<file path="src/logic/ebra_pkg.sv">
package ebra_pkg;

  // ==========================================================================
  // Register map, byte addresses on the Wishbone side.
  localparam logic [7:0] REG_CONFIG = 8'h00;
  localparam logic [7:0] REG_ADDR   = 8'h04;
  localparam logic [7:0] REG_WDATA  = 8'h08;
  localparam logic [7:0] REG_CMD    = 8'h0C;
  localparam logic [7:0] REG_RDATA  = 8'h10;
  localparam logic [7:0] REG_STATUS = 8'h14;

  // ==========================================================================
  // Configuration field layout and reset value.
  localparam int         CFG_WIDTH     = 8;
  localparam int         CFG_WS_LSB    = 0;
  localparam int         CFG_WS_WIDTH  = 4;
  localparam int         CFG_RWDLY_BIT = 4;
  localparam int         CFG_MUX_BIT   = 5;
  localparam int         CFG_TRI_BIT   = 6;
  localparam int         CFG_RDYEN_BIT = 7;
  localparam logic [7:0] CFG_RESET     = 8'h80;

  // ==========================================================================
  // Command and status bits.
  localparam int CMD_START_BIT  = 0;
  localparam int CMD_WRITE_BIT  = 1;
  localparam int STAT_BUSY_BIT  = 0;
  localparam int STAT_HELD_BIT  = 1;
  localparam int STAT_REGAIN_BIT = 2;
  localparam int STAT_DONE_BIT  = 3;

  // ==========================================================================
  // Bus clock periods added after a cycle by each recovery wait state.
  localparam logic [3:0] MUX_TURN_WAITS = 4'h1;
  localparam logic [3:0] TRISTATE_WAITS = 4'h1;

  // ==========================================================================
  // Bus sequencer states, Gray coded in the order they are listed.
  typedef enum logic [3:0] {
    ST_IDLE    = 4'h0,
    ST_ADDR    = 4'h1,
    ST_DELAY   = 4'h3,
    ST_WAITMC  = 4'h2,
    ST_STROBE  = 4'h6,
    ST_RECOVER = 4'h7,
    ST_FLOAT   = 4'h5,
    ST_HELD    = 4'h4,
    ST_REGAIN  = 4'hC
  } ebra_state_type;

endpackage

</file>
<file path="src/logic/ebra_top.sv">
`timescale 1ns/10ps
// Behaviour
// - READY high at the sampling point adds a wait state and samples again.
// - READY low at the sampling point ends the running bus cycle.
// - Programmed memory-cycle wait states stretch the cycle before READY sampling.
// - The command-delay setting decides when the strobe goes active.
// - Multiplexed mode adds a turnaround wait, optionally a tristate wait.
// - Delay after cycle is two bus clocks muxed with tristate, one with either alone, zero with neither.
// - A running cycle completes before the bus is granted away.
// - After release the chip selects float and are pulled high.
// - Regaining starts only when the release request goes high.
// - Read data is captured on the edge that raises the read strobe.
module ebra_top #(
  parameter int ADDR_WIDTH = 24,
  parameter int DATA_WIDTH = 16
) (
  input  wire logic                  clk_i,                   // System clock.
  input  wire logic                  rst_i,                   // Sync reset, high.
  input  wire logic                  wb_cyc_i,                // Wishbone cycle.
  input  wire logic                  wb_stb_i,                // Wishbone strobe.
  input  wire logic                  wb_we_i,                 // Wishbone write.
  input  wire logic [7:0]            wb_adr_i,                // Byte address.
  input  wire logic [3:0]            wb_sel_i,                // Byte enables.
  input  wire logic [31:0]           wb_dat_i,                // Write data.
  output logic      [31:0]           wb_dat_o,                // Read data.
  output logic                       wb_ack_o,                // Acknowledge.
  input  wire logic                  ready_n_i,               // READY pin, low ends.
  input  wire logic                  bus_release_request_n_i, // Hold pin, low.
  input  wire logic [DATA_WIDTH-1:0] data_i,                  // Data bus in.
  output logic      [DATA_WIDTH-1:0] data_o,                  // Data bus out.
  output logic                       data_oe_o,               // Data bus drive.
  output logic      [ADDR_WIDTH-1:0] addr_o,                  // Address out.
  output logic                       bus_oe_o,                // Addr, strobes drive.
  output logic                       rd_n_o,                  // Read strobe.
  output logic                       wr_n_o,                  // Write strobe.
  output logic                       cs_n_o,                  // Chip select.
  output logic                       cs_oe_o,                 // Chip select drive.
  output logic                       bus_clock_output_o,      // Bus clock out.
  output logic                       bus_grant_ack_n_o,       // Grant, low.
  output logic                       bus_regain_request_n_o   // Regain, low.
);

  // ==========================================================================
  // Elaboration checks.
  if (ADDR_WIDTH < 1 || ADDR_WIDTH > 24) begin : g_chk_addr
    $error("ADDR_WIDTH must lie between 1 and 24");
  end
  if (DATA_WIDTH != 8 && DATA_WIDTH != 16) begin : g_chk_data
    $error("DATA_WIDTH must be 8 or 16");
  end

  // ==========================================================================
  // Pin synchronisers.
  localparam int SW = DATA_WIDTH + 2;
  localparam logic [SW-1:0] SYNC_RESET = {2'b11, {DATA_WIDTH{1'b0}}};

  logic [SW-1:0]         sync_q;
  logic                  ready_s_n;
  logic                  hold_s_n;
  logic [DATA_WIDTH-1:0] data_s;

  ebra_sync #(
    .WIDTH       (SW),
    .RESET_VALUE (SYNC_RESET)
  ) u_sync (
    .clk_i (clk_i),
    .rst_i (rst_i),
    .d_i   ({ready_n_i, bus_release_request_n_i, data_i}),
    .q_o   (sync_q)
  );

  assign ready_s_n = sync_q[SW-1];
  assign hold_s_n  = sync_q[SW-2];
  assign data_s    = sync_q[DATA_WIDTH-1:0];

  // ==========================================================================
  // Shared declarations.
  ebra_pkg::ebra_state_type state, next_state;

  logic [ebra_pkg::CFG_WIDTH-1:0] cfg, next_cfg;
  logic [ADDR_WIDTH-1:0]          addr_reg, next_addr_reg;
  logic [DATA_WIDTH-1:0]          wdata_reg, next_wdata_reg;
  logic [DATA_WIDTH-1:0]          rdata_reg, next_rdata_reg;
  logic                           write_flag, next_write_flag;
  logic                           pending, next_pending;
  logic                           done, next_done;
  logic [31:0]                    next_wb_dat;
  logic                           next_wb_ack;
  logic                           cycle_taken;
  logic                           cycle_end;
  logic                           in_cycle;
  logic                           tick;
  logic [ebra_pkg::CFG_WS_WIDTH-1:0] ws;
  logic [3:0]                     rec_waits;

  assign ws = cfg[ebra_pkg::CFG_WS_LSB +: ebra_pkg::CFG_WS_WIDTH];
  assign rec_waits = (cfg[ebra_pkg::CFG_MUX_BIT] ? ebra_pkg::MUX_TURN_WAITS : 4'h0)
                   + (cfg[ebra_pkg::CFG_TRI_BIT] ? ebra_pkg::TRISTATE_WAITS : 4'h0);
  assign in_cycle = (state == ebra_pkg::ST_ADDR) || (state == ebra_pkg::ST_DELAY) ||
                    (state == ebra_pkg::ST_WAITMC) || (state == ebra_pkg::ST_STROBE) ||
                    (state == ebra_pkg::ST_RECOVER);
  // The next clock edge is a rising edge of the bus clock output.
  assign tick = ~bus_clock_output_o;

  function automatic logic [31:0] ebra_merge(input logic [31:0] old,
                                             input logic [31:0] din,
                                             input logic [3:0]  sel);
    logic [31:0] r;
    r = old;
    for (int b = 0; b < 4; b++) begin
      if (sel[b]) begin
        r[8*b +: 8] = din[8*b +: 8];
      end
    end
    return r;
  endfunction

  // ==========================================================================
  // Wishbone register file.
  logic [31:0] rd_value;
  logic [31:0] merged;
  logic        wb_req;

  always_comb begin
    wb_req          = wb_cyc_i & wb_stb_i;
    next_cfg        = cfg;
    next_addr_reg   = addr_reg;
    next_wdata_reg  = wdata_reg;
    next_write_flag = write_flag;
    next_pending    = pending;
    next_done       = done;
    next_wb_ack     = wb_req & ~wb_ack_o;
    rd_value        = 32'h0000_0000;
    merged          = 32'h0000_0000;
    case (wb_adr_i)
      ebra_pkg::REG_CONFIG: rd_value = 32'(cfg);
      ebra_pkg::REG_ADDR:   rd_value = 32'(addr_reg);
      ebra_pkg::REG_WDATA:  rd_value = 32'(wdata_reg);
      ebra_pkg::REG_RDATA:  rd_value = 32'(rdata_reg);
      ebra_pkg::REG_STATUS: begin
        rd_value[ebra_pkg::STAT_BUSY_BIT]   = pending | in_cycle;
        rd_value[ebra_pkg::STAT_HELD_BIT]   = (state == ebra_pkg::ST_HELD);
        rd_value[ebra_pkg::STAT_REGAIN_BIT] = ~bus_regain_request_n_o;
        rd_value[ebra_pkg::STAT_DONE_BIT]   = done;
      end
      default: rd_value = 32'h0000_0000;
    endcase
    next_wb_dat = (wb_req & ~wb_ack_o) ? rd_value : wb_dat_o;
    if (wb_req & wb_we_i & wb_ack_o) begin
      case (wb_adr_i)
        ebra_pkg::REG_CONFIG: begin
          merged   = ebra_merge(32'(cfg), wb_dat_i, wb_sel_i);
          next_cfg = merged[ebra_pkg::CFG_WIDTH-1:0];
        end
        ebra_pkg::REG_ADDR: begin
          merged        = ebra_merge(32'(addr_reg), wb_dat_i, wb_sel_i);
          next_addr_reg = merged[ADDR_WIDTH-1:0];
        end
        ebra_pkg::REG_WDATA: begin
          merged         = ebra_merge(32'(wdata_reg), wb_dat_i, wb_sel_i);
          next_wdata_reg = merged[DATA_WIDTH-1:0];
        end
        ebra_pkg::REG_CMD: begin
          if (wb_sel_i[0]) begin
            next_done = 1'b0;
            if (wb_dat_i[ebra_pkg::CMD_START_BIT] && !(pending || in_cycle)) begin
              next_pending    = 1'b1;
              next_write_flag = wb_dat_i[ebra_pkg::CMD_WRITE_BIT];
            end
          end
        end
        default: next_cfg = cfg;
      endcase
    end
    if (cycle_taken) begin
      next_pending = 1'b0;
    end
    // Completion set overrides a software clear in the same cycle.
    if (cycle_end) begin
      next_done = 1'b1;
    end
  end

  always_ff @(posedge clk_i) begin
    if (rst_i) begin
      cfg        <= ebra_pkg::CFG_RESET;
      addr_reg   <= '0;
      wdata_reg  <= '0;
      write_flag <= 1'b0;
      pending    <= 1'b0;
      done       <= 1'b0;
      wb_ack_o   <= 1'b0;
      wb_dat_o   <= 32'h0000_0000;
    end else begin
      cfg        <= next_cfg;
      addr_reg   <= next_addr_reg;
      wdata_reg  <= next_wdata_reg;
      write_flag <= next_write_flag;
      pending    <= next_pending;
      done       <= next_done;
      wb_ack_o   <= next_wb_ack;
      wb_dat_o   <= next_wb_dat;
    end
  end

  // ==========================================================================
  // Bus sequencer and arbitration.
  logic [3:0]            cnt, next_cnt;
  logic [DATA_WIDTH-1:0] next_data_o;
  logic [ADDR_WIDTH-1:0] next_addr_o;
  logic next_data_oe, next_bus_oe, next_rd_n, next_wr_n, next_cs_n, next_cs_oe;
  logic next_bco, next_grant_n, next_regain_n, go_strobe;

  always_comb begin
    next_state     = state;
    next_cnt       = cnt;
    next_rdata_reg = rdata_reg;
    next_data_o    = data_o;
    next_addr_o    = addr_o;
    next_data_oe   = data_oe_o;
    next_bus_oe    = bus_oe_o;
    next_rd_n      = rd_n_o;
    next_wr_n      = wr_n_o;
    next_cs_n      = cs_n_o;
    next_cs_oe     = cs_oe_o;
    next_bco       = ~bus_clock_output_o;
    next_grant_n   = bus_grant_ack_n_o;
    next_regain_n  = bus_regain_request_n_o;
    cycle_taken    = 1'b0;
    cycle_end      = 1'b0;
    go_strobe      = 1'b0;
    if (tick) begin
      case (state)
        ebra_pkg::ST_IDLE: begin
          if (!hold_s_n) begin
            next_state   = ebra_pkg::ST_FLOAT;
            next_bus_oe  = 1'b0;
            next_cs_oe   = 1'b0;
            next_cs_n    = 1'b1;
            next_data_oe = 1'b0;
          end else if (pending) begin
            next_state   = ebra_pkg::ST_ADDR;
            next_addr_o  = addr_reg;
            next_cs_n    = 1'b0;
            next_data_o  = wdata_reg;
            next_data_oe = write_flag;
            cycle_taken  = 1'b1;
          end
        end
        ebra_pkg::ST_ADDR: begin
          if (cfg[ebra_pkg::CFG_RWDLY_BIT]) begin
            next_state = ebra_pkg::ST_DELAY;
          end else begin
            go_strobe = 1'b1;
          end
        end
        ebra_pkg::ST_DELAY: go_strobe = 1'b1;
        ebra_pkg::ST_WAITMC: begin
          if (cnt == 4'h1) begin
            next_state = ebra_pkg::ST_STROBE;
          end else begin
            next_cnt = cnt - 4'h1;
          end
        end
        ebra_pkg::ST_STROBE: begin
          if (cfg[ebra_pkg::CFG_RDYEN_BIT] && ready_s_n) begin
            next_state = ebra_pkg::ST_STROBE;
          end else begin
            next_rd_n    = 1'b1;
            next_wr_n    = 1'b1;
            next_cs_n    = 1'b1;
            next_data_oe = 1'b0;
            cycle_end    = 1'b1;
            if (!write_flag) begin
              next_rdata_reg = data_s;
            end
            if (rec_waits != 4'h0) begin
              next_state = ebra_pkg::ST_RECOVER;
              next_cnt   = rec_waits;
            end else begin
              next_state = ebra_pkg::ST_IDLE;
            end
          end
        end
        ebra_pkg::ST_RECOVER: begin
          if (cnt == 4'h1) begin
            next_state = ebra_pkg::ST_IDLE;
          end else begin
            next_cnt = cnt - 4'h1;
          end
        end
        ebra_pkg::ST_FLOAT: begin
          next_state   = ebra_pkg::ST_HELD;
          next_grant_n = 1'b0;
        end
        ebra_pkg::ST_HELD: begin
          // Release may end with or without a pending request of our own.
          if (hold_s_n) begin
            next_state    = ebra_pkg::ST_REGAIN;
            next_grant_n  = 1'b1;
            next_regain_n = 1'b1;
          end else begin
            next_regain_n = ~pending;
          end
        end
        ebra_pkg::ST_REGAIN: begin
          next_state  = ebra_pkg::ST_IDLE;
          next_bus_oe = 1'b1;
          next_cs_oe  = 1'b1;
        end
        default: next_state = ebra_pkg::ST_IDLE;
      endcase
      if (go_strobe) begin
        next_rd_n = write_flag;
        next_wr_n = ~write_flag;
        if (ws != '0) begin
          next_state = ebra_pkg::ST_WAITMC;
          next_cnt   = 4'(ws);
        end else begin
          next_state = ebra_pkg::ST_STROBE;
        end
      end
    end
  end

  always_ff @(posedge clk_i) begin
    if (rst_i) begin
      state                  <= ebra_pkg::ST_IDLE;
      cnt                    <= 4'h0;
      rdata_reg              <= '0;
      data_o                 <= '0;
      addr_o                 <= '0;
      data_oe_o              <= 1'b0;
      bus_oe_o               <= 1'b1;
      rd_n_o                 <= 1'b1;
      wr_n_o                 <= 1'b1;
      cs_n_o                 <= 1'b1;
      cs_oe_o                <= 1'b1;
      bus_clock_output_o     <= 1'b0;
      bus_grant_ack_n_o      <= 1'b1;
      bus_regain_request_n_o <= 1'b1;
    end else begin
      state                  <= next_state;
      cnt                    <= next_cnt;
      rdata_reg              <= next_rdata_reg;
      data_o                 <= next_data_o;
      addr_o                 <= next_addr_o;
      data_oe_o              <= next_data_oe;
      bus_oe_o               <= next_bus_oe;
      rd_n_o                 <= next_rd_n;
      wr_n_o                 <= next_wr_n;
      cs_n_o                 <= next_cs_n;
      cs_oe_o                <= next_cs_oe;
      bus_clock_output_o     <= next_bco;
      bus_grant_ack_n_o      <= next_grant_n;
      bus_regain_request_n_o <= next_regain_n;
    end
  end

  // ==========================================================================
  // Assertions.
  AST_READY_WAIT: assert property (@(posedge clk_i) disable iff (rst_i)
    (state == ebra_pkg::ST_STROBE && tick && cfg[ebra_pkg::CFG_RDYEN_BIT] && ready_s_n)
    |=> (state == ebra_pkg::ST_STROBE) && !(rd_n_o && wr_n_o))
    else $error("READY high did not hold the strobe");

  AST_READY_END: assert property (@(posedge clk_i) disable iff (rst_i)
    (state == ebra_pkg::ST_STROBE && tick && !ready_s_n)
    |=> (state != ebra_pkg::ST_STROBE) && rd_n_o && wr_n_o && cs_n_o)
    else $error("READY low did not end the cycle");

  AST_MC_WAIT: assert property (@(posedge clk_i) disable iff (rst_i)
    $rose(state == ebra_pkg::ST_STROBE)
    |-> (ws == '0) || ($past(state) == ebra_pkg::ST_WAITMC))
    else $error("Sampling point reached without programmed wait states");

  AST_CMD_DELAY: assert property (@(posedge clk_i) disable iff (rst_i)
    (state == ebra_pkg::ST_ADDR && tick && cfg[ebra_pkg::CFG_RWDLY_BIT])
    |=> (state == ebra_pkg::ST_DELAY) && rd_n_o && wr_n_o ##2 !(rd_n_o && wr_n_o))
    else $error("Command delay not applied to the strobe");

  AST_RECOVER_TWO: assert property (@(posedge clk_i) disable iff (rst_i)
    ($fell(state == ebra_pkg::ST_STROBE) && cfg[ebra_pkg::CFG_MUX_BIT] &&
     cfg[ebra_pkg::CFG_TRI_BIT])
    |-> (state == ebra_pkg::ST_RECOVER)[*4] ##1 (state == ebra_pkg::ST_IDLE))
    else $error("Muxed tristate recovery is not two bus clocks");

  AST_RECOVER_NONE: assert property (@(posedge clk_i) disable iff (rst_i)
    ($fell(state == ebra_pkg::ST_STROBE) && !cfg[ebra_pkg::CFG_MUX_BIT] &&
     !cfg[ebra_pkg::CFG_TRI_BIT])
    |-> (state == ebra_pkg::ST_IDLE))
    else $error("Demultiplexed cycle added a recovery delay");

  AST_HOLD_AFTER_CYCLE: assert property (@(posedge clk_i) disable iff (rst_i)
    $rose(state == ebra_pkg::ST_FLOAT) |-> $past(state) == ebra_pkg::ST_IDLE && cs_n_o)
    else $error("Bus released during a running cycle");

  AST_GRANT_FLOATED: assert property (@(posedge clk_i) disable iff (rst_i)
    $fell(bus_grant_ack_n_o) |-> !cs_oe_o && !bus_oe_o && !data_oe_o && !$past(cs_oe_o))
    else $error("Grant given while outputs still driven");

  AST_DRIVE_AFTER_UNGRANT: assert property (@(posedge clk_i) disable iff (rst_i)
    $rose(cs_oe_o) |-> bus_grant_ack_n_o && $past(bus_grant_ack_n_o, 2))
    else $error("Chip selects driven before grant was withdrawn");

  AST_REGAIN_ON_HOLD: assert property (@(posedge clk_i) disable iff (rst_i)
    (state == ebra_pkg::ST_HELD && tick)
    |=> (bus_grant_ack_n_o == $past(hold_s_n)) &&
        ($past(hold_s_n) ? state == ebra_pkg::ST_REGAIN : state == ebra_pkg::ST_HELD))
    else $error("Regain did not follow the release request");

  AST_EDGE_ALIGNED: assert property (@(posedge clk_i) disable iff (rst_i)
    ($changed(bus_grant_ack_n_o) || $changed(bus_regain_request_n_o))
    |-> $rose(bus_clock_output_o))
    else $error("Arbitration output changed off a bus clock edge");

  AST_READ_CAPTURE: assert property (@(posedge clk_i) disable iff (rst_i)
    ($rose(rd_n_o) && !write_flag) |-> rdata_reg == $past(data_s))
    else $error("Read data not captured on the strobe edge");

endmodule // ebra_top

</file>
<file path="src/logic/ebra_sync.sv">
`timescale 1ns/10ps
module ebra_sync #(
  parameter int               WIDTH       = 1,
  parameter logic [WIDTH-1:0] RESET_VALUE = '0
) (
  input  wire logic             clk_i,  // System clock.
  input  wire logic             rst_i,  // Synchronous reset, active high.
  input  wire logic [WIDTH-1:0] d_i,    // Asynchronous inputs.
  output logic      [WIDTH-1:0] q_o     // Synchronised outputs.
);

  logic [WIDTH-1:0] meta;

  always_ff @(posedge clk_i) begin
    if (rst_i) begin
      meta <= RESET_VALUE;
      q_o  <= RESET_VALUE;
    end else begin
      meta <= d_i;
      q_o  <= meta;
    end
  end

endmodule // ebra_sync

</file>
<file path="config.mk">
export PLATFORM = sky130hd
export DESIGN_NAME = ebra_top
export DESIGN_NICKNAME = d
export VERILOG_FILES = /design/src/logic/ebra_pkg.sv /design/src/logic/ebra_top.sv /design/src/logic/ebra_sync.sv
export SDC_FILE = /design/constraint.sdc
export NUM_CORES = 1
export LEC_CHECK = 0
export ABC_AREA = 1
export BUFFER_PORTS_ARGS = -buffer_cell sky130_fd_sc_hd__buf_2
export CELL_PAD_IN_SITES_DETAIL_PLACEMENT = 1
export CELL_PAD_IN_SITES_GLOBAL_PLACEMENT = 2
export CORE_MARGIN = 8
export CORE_UTILIZATION = 31
export DETAILED_ROUTE_END_ITERATION = 6
export GPL_ROUTABILITY_DRIVEN = 0
export GPL_TIMING_DRIVEN = 0
export PLACE_DENSITY = 0.91
export SLEW_MARGIN = 40
export SYNTH_ARGS = -nofsm -noshare
export SYNTH_HDL_FRONTEND = slang
export SYNTH_SLANG_ARGS = --single-unit
</file>
<file path="constraint.sdc">
create_clock -name clk_i -period 1.85 [get_ports clk_i]
set_clock_uncertainty 0.1 [all_clocks]
set_input_delay 0.2775 -clock clk_i [delete_from_list [all_inputs] [get_ports clk_i]]
set_output_delay 0.2775 -clock clk_i [all_outputs]
set_load 0.05 [all_outputs]
</file>
==> summary.md, run 1 <==
| Metric | Value |
|---|---|
| GRT overflow | `0` |
| Commonest non-fill, non-tap cell in the layout | `nor2_1` |
| Die area | `0.02849 mm2` |
| Reg area | `0.003690 mm2` |
| Source of the critical timing path | `wb_ack_o` |
| Max Buffers Root-to-Sink | `2` |
| First-pass GRT wire length | `40.25 mm` |
| Hpwl dp | `19.14 mm` |
| Vias | `7,084` |
| Post-route cell area | `0.009366 mm2` |
| #FFs+latches synth | `184` |
| Area Growth Syn to Fin | `29.45%` |
| Num ports | `149` |
| Worst Hold Depth | `3` |
| Worst vdd ir | `0.6297 mV` |
| CTS tree | `done` |
| Area after DPL | `0.008319 mm2` |
| Number of synthesis warnings | `0` |
| R2R Setup Slk | `0.11 ns` |
| Worst R2R Start | `wb_ack_o` |
| WL/cell | `17.24 um` |
| Fin. max-slew vios | `0` |
| Multi-input logic area | `0.002999 mm2` |
| Max Fanout on Critical Path | `10` |
| Residual DRC count | `0` |
| Fillers | `2,914` |
| Worst-skew pair later-pin latency | `0.44 ns` |
| Syn Inst Count | `961` |
| Nets | `1,222` |
| Total Wirelength | `25.62 mm` |
| Commonest cells after routing, fill and taps aside | `nor2_1 (199), dfxtp_1 (179), buf_2 (140)` |
| CTS H-Tree Depth | `4` |
| TNS Setup | `0 ns` |
| Main area contributors after synthesis | `dfxtp_1 (51%), nor2_1 (11%), o21ai_0 (8.2%)` |
| Post-synth top area share | `50.91%` |
| Grt peak-use layer | `met2` |
| Site row count | `56` |
| Outcome | `complete, no violations` |
| Netlist cell types | `32` |
| Initial DRC count | `347` |
| GRT Resource Usage Total | `18.16%` |
| Met3 GRT Util | `4.566%` |
| Leakage dissipation | `4.388 nW` |
| Total of max-cap violations | `0` |
| CP Data Required Time | `2.12 ns` |
| Count of input and output buffers | `131` |
| Sequential share of the synthesized area | `50.91%` |
| Largest net degree at the start of global routing | `17` |
| Starting Density | `31.20%` |
| Post-synthesis instance area | `0.007236 mm2` |
| Die span in x | `168.8 um` |
| CP Launch Type | `register` |
| Num CTS Buffers | `17` |
| Antenna violations before repair | `2` |
| Die H | `168.8 um` |
| Core ar. | `0.02319 mm2` |
| Min-Delay Path Class | `primary input to register` |
| Crit path DAT | `2.01 ns` |
| R2R cell count | `7` |
| Vias in the first global route | `7,386` |
| Crit path time final | `1.744 ns` |
| Final ANT Viol Nets | `0` |
| Syn avg cell area | `7.529 um2` |
| Part of the cycle the worst path needs | `94.29%` |
| CTS clock-pin slew for the worst setup and hold paths | `0.07 ns` |
| Met1 Use GR | `22.71%` |
| Final Hold Fails | `0` |
| CTS root buf | `clkbuf_16` |
| # setup viols final | `0` |
| Type of destination of the critical path | `register` |
| Layout cells sized above 1 | `19.67%` |
| Area leader, netlist | `dfxtp_1` |
| Post-DR vias/cell | `4.767` |
| Met2 Track Usage GR | `30.18%` |
| Sink Count | `184` |
| Slew margin rel. | `47.90%` |
| Measured slew at the worst slew-check pin | `0.7816 ns` |
| WHS | `0.006135 ns` |
| PwrDens | `1029 mW/mm2` |
| RSZ-0062 raised after global routing | `yes` |
| Fmax | `573.3 MHz` |
| Worst hold start | `wb_dat_i[12]` |
| DRT Pass-1 Iters | `5` |
| Worst Setup Path Type | `register to register` |
## report_power, final
| part | switching, mW | internal (mW) | total, mW |
|---|---|---|---|
| combinational | 0.902 | 0.442 | 1.34 |
| sequential | 0.116 | 4.10 | 4.21 |
| clock | 1.66 | 2.42 | 4.08 |
| total | 2.68 | 6.96 | 9.63 |
## layout make-up
cell class / count / area share, %
Timing Repair Buffer: 164 / 10.43
Tap cell: 319 / 4.261
Clock buffer: 18 / 4.582
Sequential cell: 184 / 39.39
Buffer: 57 / 3.313
Multi-Input combinational cell: 638 / 32.02
Clock inverter: 14 / 2.351
Inverter: 89 / 3.567
Antenna cell: 3 / 0.08015
## synth_stat cells
master	n
nor2_4	5
o21a_1	1
nor3_1	11
nand3b_1	1
nand4_1	11
buf_4	15
dfxtp_1	184
o22ai_1	4
xnor2_1	1
nor2_1	206
or2_1	1
nand3_1	60
inv_1	88
a21oi_1	53
o21ai_1	1
nand2_1	122
inv_2	1
clkbuf_1	27
nand3_2	1
or2_2	4
xor2_1	1
o211ai_1	2
a211oi_1	16
o21ai_0	119
clkbuf_2	3
buf_6	2
buf_2	9
nor4_4	1
buf_1	1
nor2_2	5
conb_1	1
ha_1	4
## cells by family after synthesis
logic type / after synthesis / share of synthesized area [%]
buffers and inverters: 146 / 8.767
DFF: 184 / 50.91
xor gates and xnor gates: 2 / 0.2421
other: 1 / 0.05183
and+or+nand+nor: 428 / 25.06
AOI/OAI and AO/OA: 196 / 14.28
adders and majority gates: 4 / 0.6917
## final timing paths
| path | end |
|---|---|
| hold reg to reg | u_sync.q_o[12] |
| hold / removal | addr_reg[12] |
| setup / recovery | addr_reg[7] |
| setup reg to reg | addr_reg[7] |
## what timing repair did
item,CTS,global route
setup endpoints to repair,62,75
resized for setup,11,17
setup buffers,3,2
hold buffers,28,0
hold endpoints to repair,28,0
pin swaps,3,4
## metrics by stage
step                util [%]  instances  setup WS [ns]  power (mW)
floorplan                  -        968        0.05882       5.129
global placement       35.86       1418        -0.3321       5.488
detailed placement     35.87       1418        -0.2178       5.507
CTS                    40.12       1481      -0.004795       9.668
global route           40.38       1485       -0.02597       10.04
finish                 40.39       1486         0.1056       9.635
## routing by layer
| metal | vias up | share of wire [%] |
|---|---|---|
| li1 | 3474 | - |
| met1 | 3415 | 44 |
| met2 | 169 | 48 |
| met3 | 26 | 6.1 |
| met4 | 0 | 1.8 |
| met5 | - | 0 |
## worst max-delay path, cell delays in order, from the launching register on
cell	delay, ns
dfxtp_2	0.36
nand4_1	0.18
inv_2	0.16
nand2_1	0.16
nor2_2	0.27
buf_4	0.22
o21ai_0	0.08
a21oi_1	0.13
No activity file was read; power rests on OpenSTA's default activity.
==> run 2, diff against run 1 <==
CTS_CLUSTER_DIAMETER = 40   (was not set)
RECOVER_POWER = 25   (was not set)
==> run 2 against run 1 <==
  * Final cell count barely moved
  * Power barely moved
  * Register-to-register slack got worse by 0.05 ns
  * Flip-flop and latch count did not move
  * Wire length barely moved
  * Die area did not move
  * Combinational power barely moved
==> summary.md, run 2 (same netlist as run 1, synthesis figures left out) <==
| Metric | Value |
|---|---|
| Outcome | `complete, no violations` |
| Type of destination of the critical path | `register` |
| Total Wirelength | `25.62 mm` |
| CTS clock-pin slew for the worst setup and hold paths | `0.07 ns` |
| RSZ-0062 raised after global routing | `yes` |
| CP Data Required Time | `2.12 ns` |
| DRT Pass-1 Iters | `4` |
| Source of the critical timing path | `wb_ack_o` |
| Cells along the critical path | `nand4_1 > inv_2 > nand2_1 > nor2_2 > buf_4 > o21ai_0 > a21oi_1` |
| Crit path to | `cfg[6]` |
| Layout cells sized above 1 | `17.78%` |
| Site row count | `56` |
| PwrDens | `1031 mW/mm2` |
| Total of max-cap violations | `0` |
| Worst R2R End | `cfg[6]` |
| Slowest Stage Delay on Critical Path | `0.36 ns` |
| Part of the cycle the worst path needs | `96.85%` |
| CTS H-Tree Depth | `4` |
| Final ANT Viol Nets | `0` |
| GRT Resource Usage Total | `18.16%` |
| Hpwl dp | `19.14 mm` |
| Die span in x | `168.8 um` |
| WL met2 | `12.30 mm` |
| CP Launch Type | `register` |
| Residual DRC count | `0` |
| Final Hold Fails | `0` |
| Largest net degree at the start of global routing | `17` |
| # setup viols final | `0` |
| Worst vdd ir | `0.6340 mV` |
| Fin cells | `1,485` |
| Post-route cell area | `0.009336 mm2` |
| Final Core Density | `40.26%` |
| Fin. max-slew vios | `0` |
| Die H | `168.8 um` |
| Pre-CTS WS | `-0.2178 ns` |
| Max Used Layer | `met4` |
| Fmax | `558.1 MHz` |
| Max Buffers Root-to-Sink | `2` |
| Num CTS Buffers | `17` |
| First-pass GRT wire length | `40.25 mm` |
| Commonest cells after routing, fill and taps aside | `nor2_1 (199), dfxtp_1 (179), nand2_1 (122)` |
| Starting Density | `31.20%` |
| Initial DRC count | `364` |
| Nets | `1,222` |
| Post-DR vias/cell | `4.760` |
| Critical-path top delay cell | `dfxtp_2` |
| GRT overflow | `0` |
| Commonest non-fill, non-tap cell in the layout | `nor2_1` |
| Worst Setup Path Type | `register to register` |
| CTS tree | `done` |
| Fillers | `2,919` |
| Area after DPL | `0.008319 mm2` |
| Sink Count | `184` |
| DR WL met3 | `1.466 mm` |
| Fin worst setup slack | `0.05829 ns` |
| Worst hold start | `wb_dat_i[12]` |
| Wl on met1 | `11.42 mm` |
| Area Growth Syn to Fin | `29.03%` |
| CTS root buf | `clkbuf_16` |
| Leakage dissipation | `4.300 nW` |
| Crit. path cell count | `7` |
| Measured slew at the worst slew-check pin | `0.8452 ns` |
| Crit path buf inv count | `2` |
| Antenna violations before repair | `2` |
| Core ar. | `0.02319 mm2` |
| R2R cell count | `7` |
| WHS | `0.004129 ns` |
| Num ports | `149` |
| Vias in the first global route | `7,386` |
| R2R Setup Slk | `0.06 ns` |
| Vias | `7,069` |
| WL/cell | `17.25 um` |
| Inst Count DP | `1,418` |
| Die area | `0.02849 mm2` |
| Min-Delay Path Class | `primary input to register` |
| Max Fanout on Critical Path | `10` |
| Count of input and output buffers | `131` |
| Worst-skew pair later-pin latency | `0.44 ns` |
| Slew margin rel. | `43.65%` |
| Worst R2R Start | `wb_ack_o` |
| Crit path DAT | `2.06 ns` |
| Crit path time final | `1.792 ns` |
| Delay-heaviest family, CP | `simple AND/OR/NAND/NOR gates` |
==> run 2: area by class of cell <==
type                            count  area, um2  area share [%]
Clock buffer                       18      429.2           4.597
Sequential cell                   184       3690           39.52
Tap cell                          319      399.1           4.275
Timing Repair Buffer              164      950.9           10.18
Inverter                           89      334.1           3.578
Buffer                             57      309.0           3.310
Multi-Input combinational cell    638       2999           32.12
Clock inverter                     14      220.2           2.359
Antenna cell                        2      5.005         0.05360
==> run 2: repair_timing <==
item                                   4_1_cts  5_1_grt
gates resized for setup                     11       17
hold buffers                                28        0
setup endpoints to repair                   62       75
setup buffers                                3        2
pin swaps                                    3        4
endpoints found under the hold margin       28        0
==> run 2: power breakdown <==
part           switching, mW  total (mW)  internal, mW
registers              0.116        4.21          4.10
logic                  0.900        1.34         0.439
clock network           1.66        4.08          2.42
==> run 2: worst min path at each step <==
stage | cells past startpoint | slack [ns] | endpoint
final | 3 | 0.004 | addr_reg[12]
after global routing | 3 | 0.02 | wdata_reg[12]
after CTS | 3 | 0.001 | addr_reg[12]
after detailed placement | 2 | 0.30 | u_sync.q_o[13]
after global placement | 2 | 0.30 | u_sync.q_o[12]
after floorplan | 1 | 0.28 | u_sync.meta[16]
==> run 2: tightest hold or removal path, stage by stage <==
cell,delay (ns)
buf_2,0.07
inv_1,0.05
a21oi_1,0.11
==> run 2: through the flow <==
| stage | TNS (ns) | power (mW) |
|---|---|---|
| after floorplan | 0 | 5.129 |
| final | 0 | 9.627 |
| after CTS | -0.004795 | 9.668 |
| after global routing | -0.05748 | 10.03 |
| after detailed placement | -11.64 | 5.507 |
| after global placement | -13.53 | 5.488 |
==> run 2: routing by layer <==
| layer | global-route usage [%] | up-vias |
|---|---|---|
| met2 | 30.18 | 166 |
| met4 | 5.745 | 0 |
| met1 | 22.71 | 3404 |
| li1 | - | 3475 |
| met3 | 4.566 | 24 |
| met5 | 0 | - |
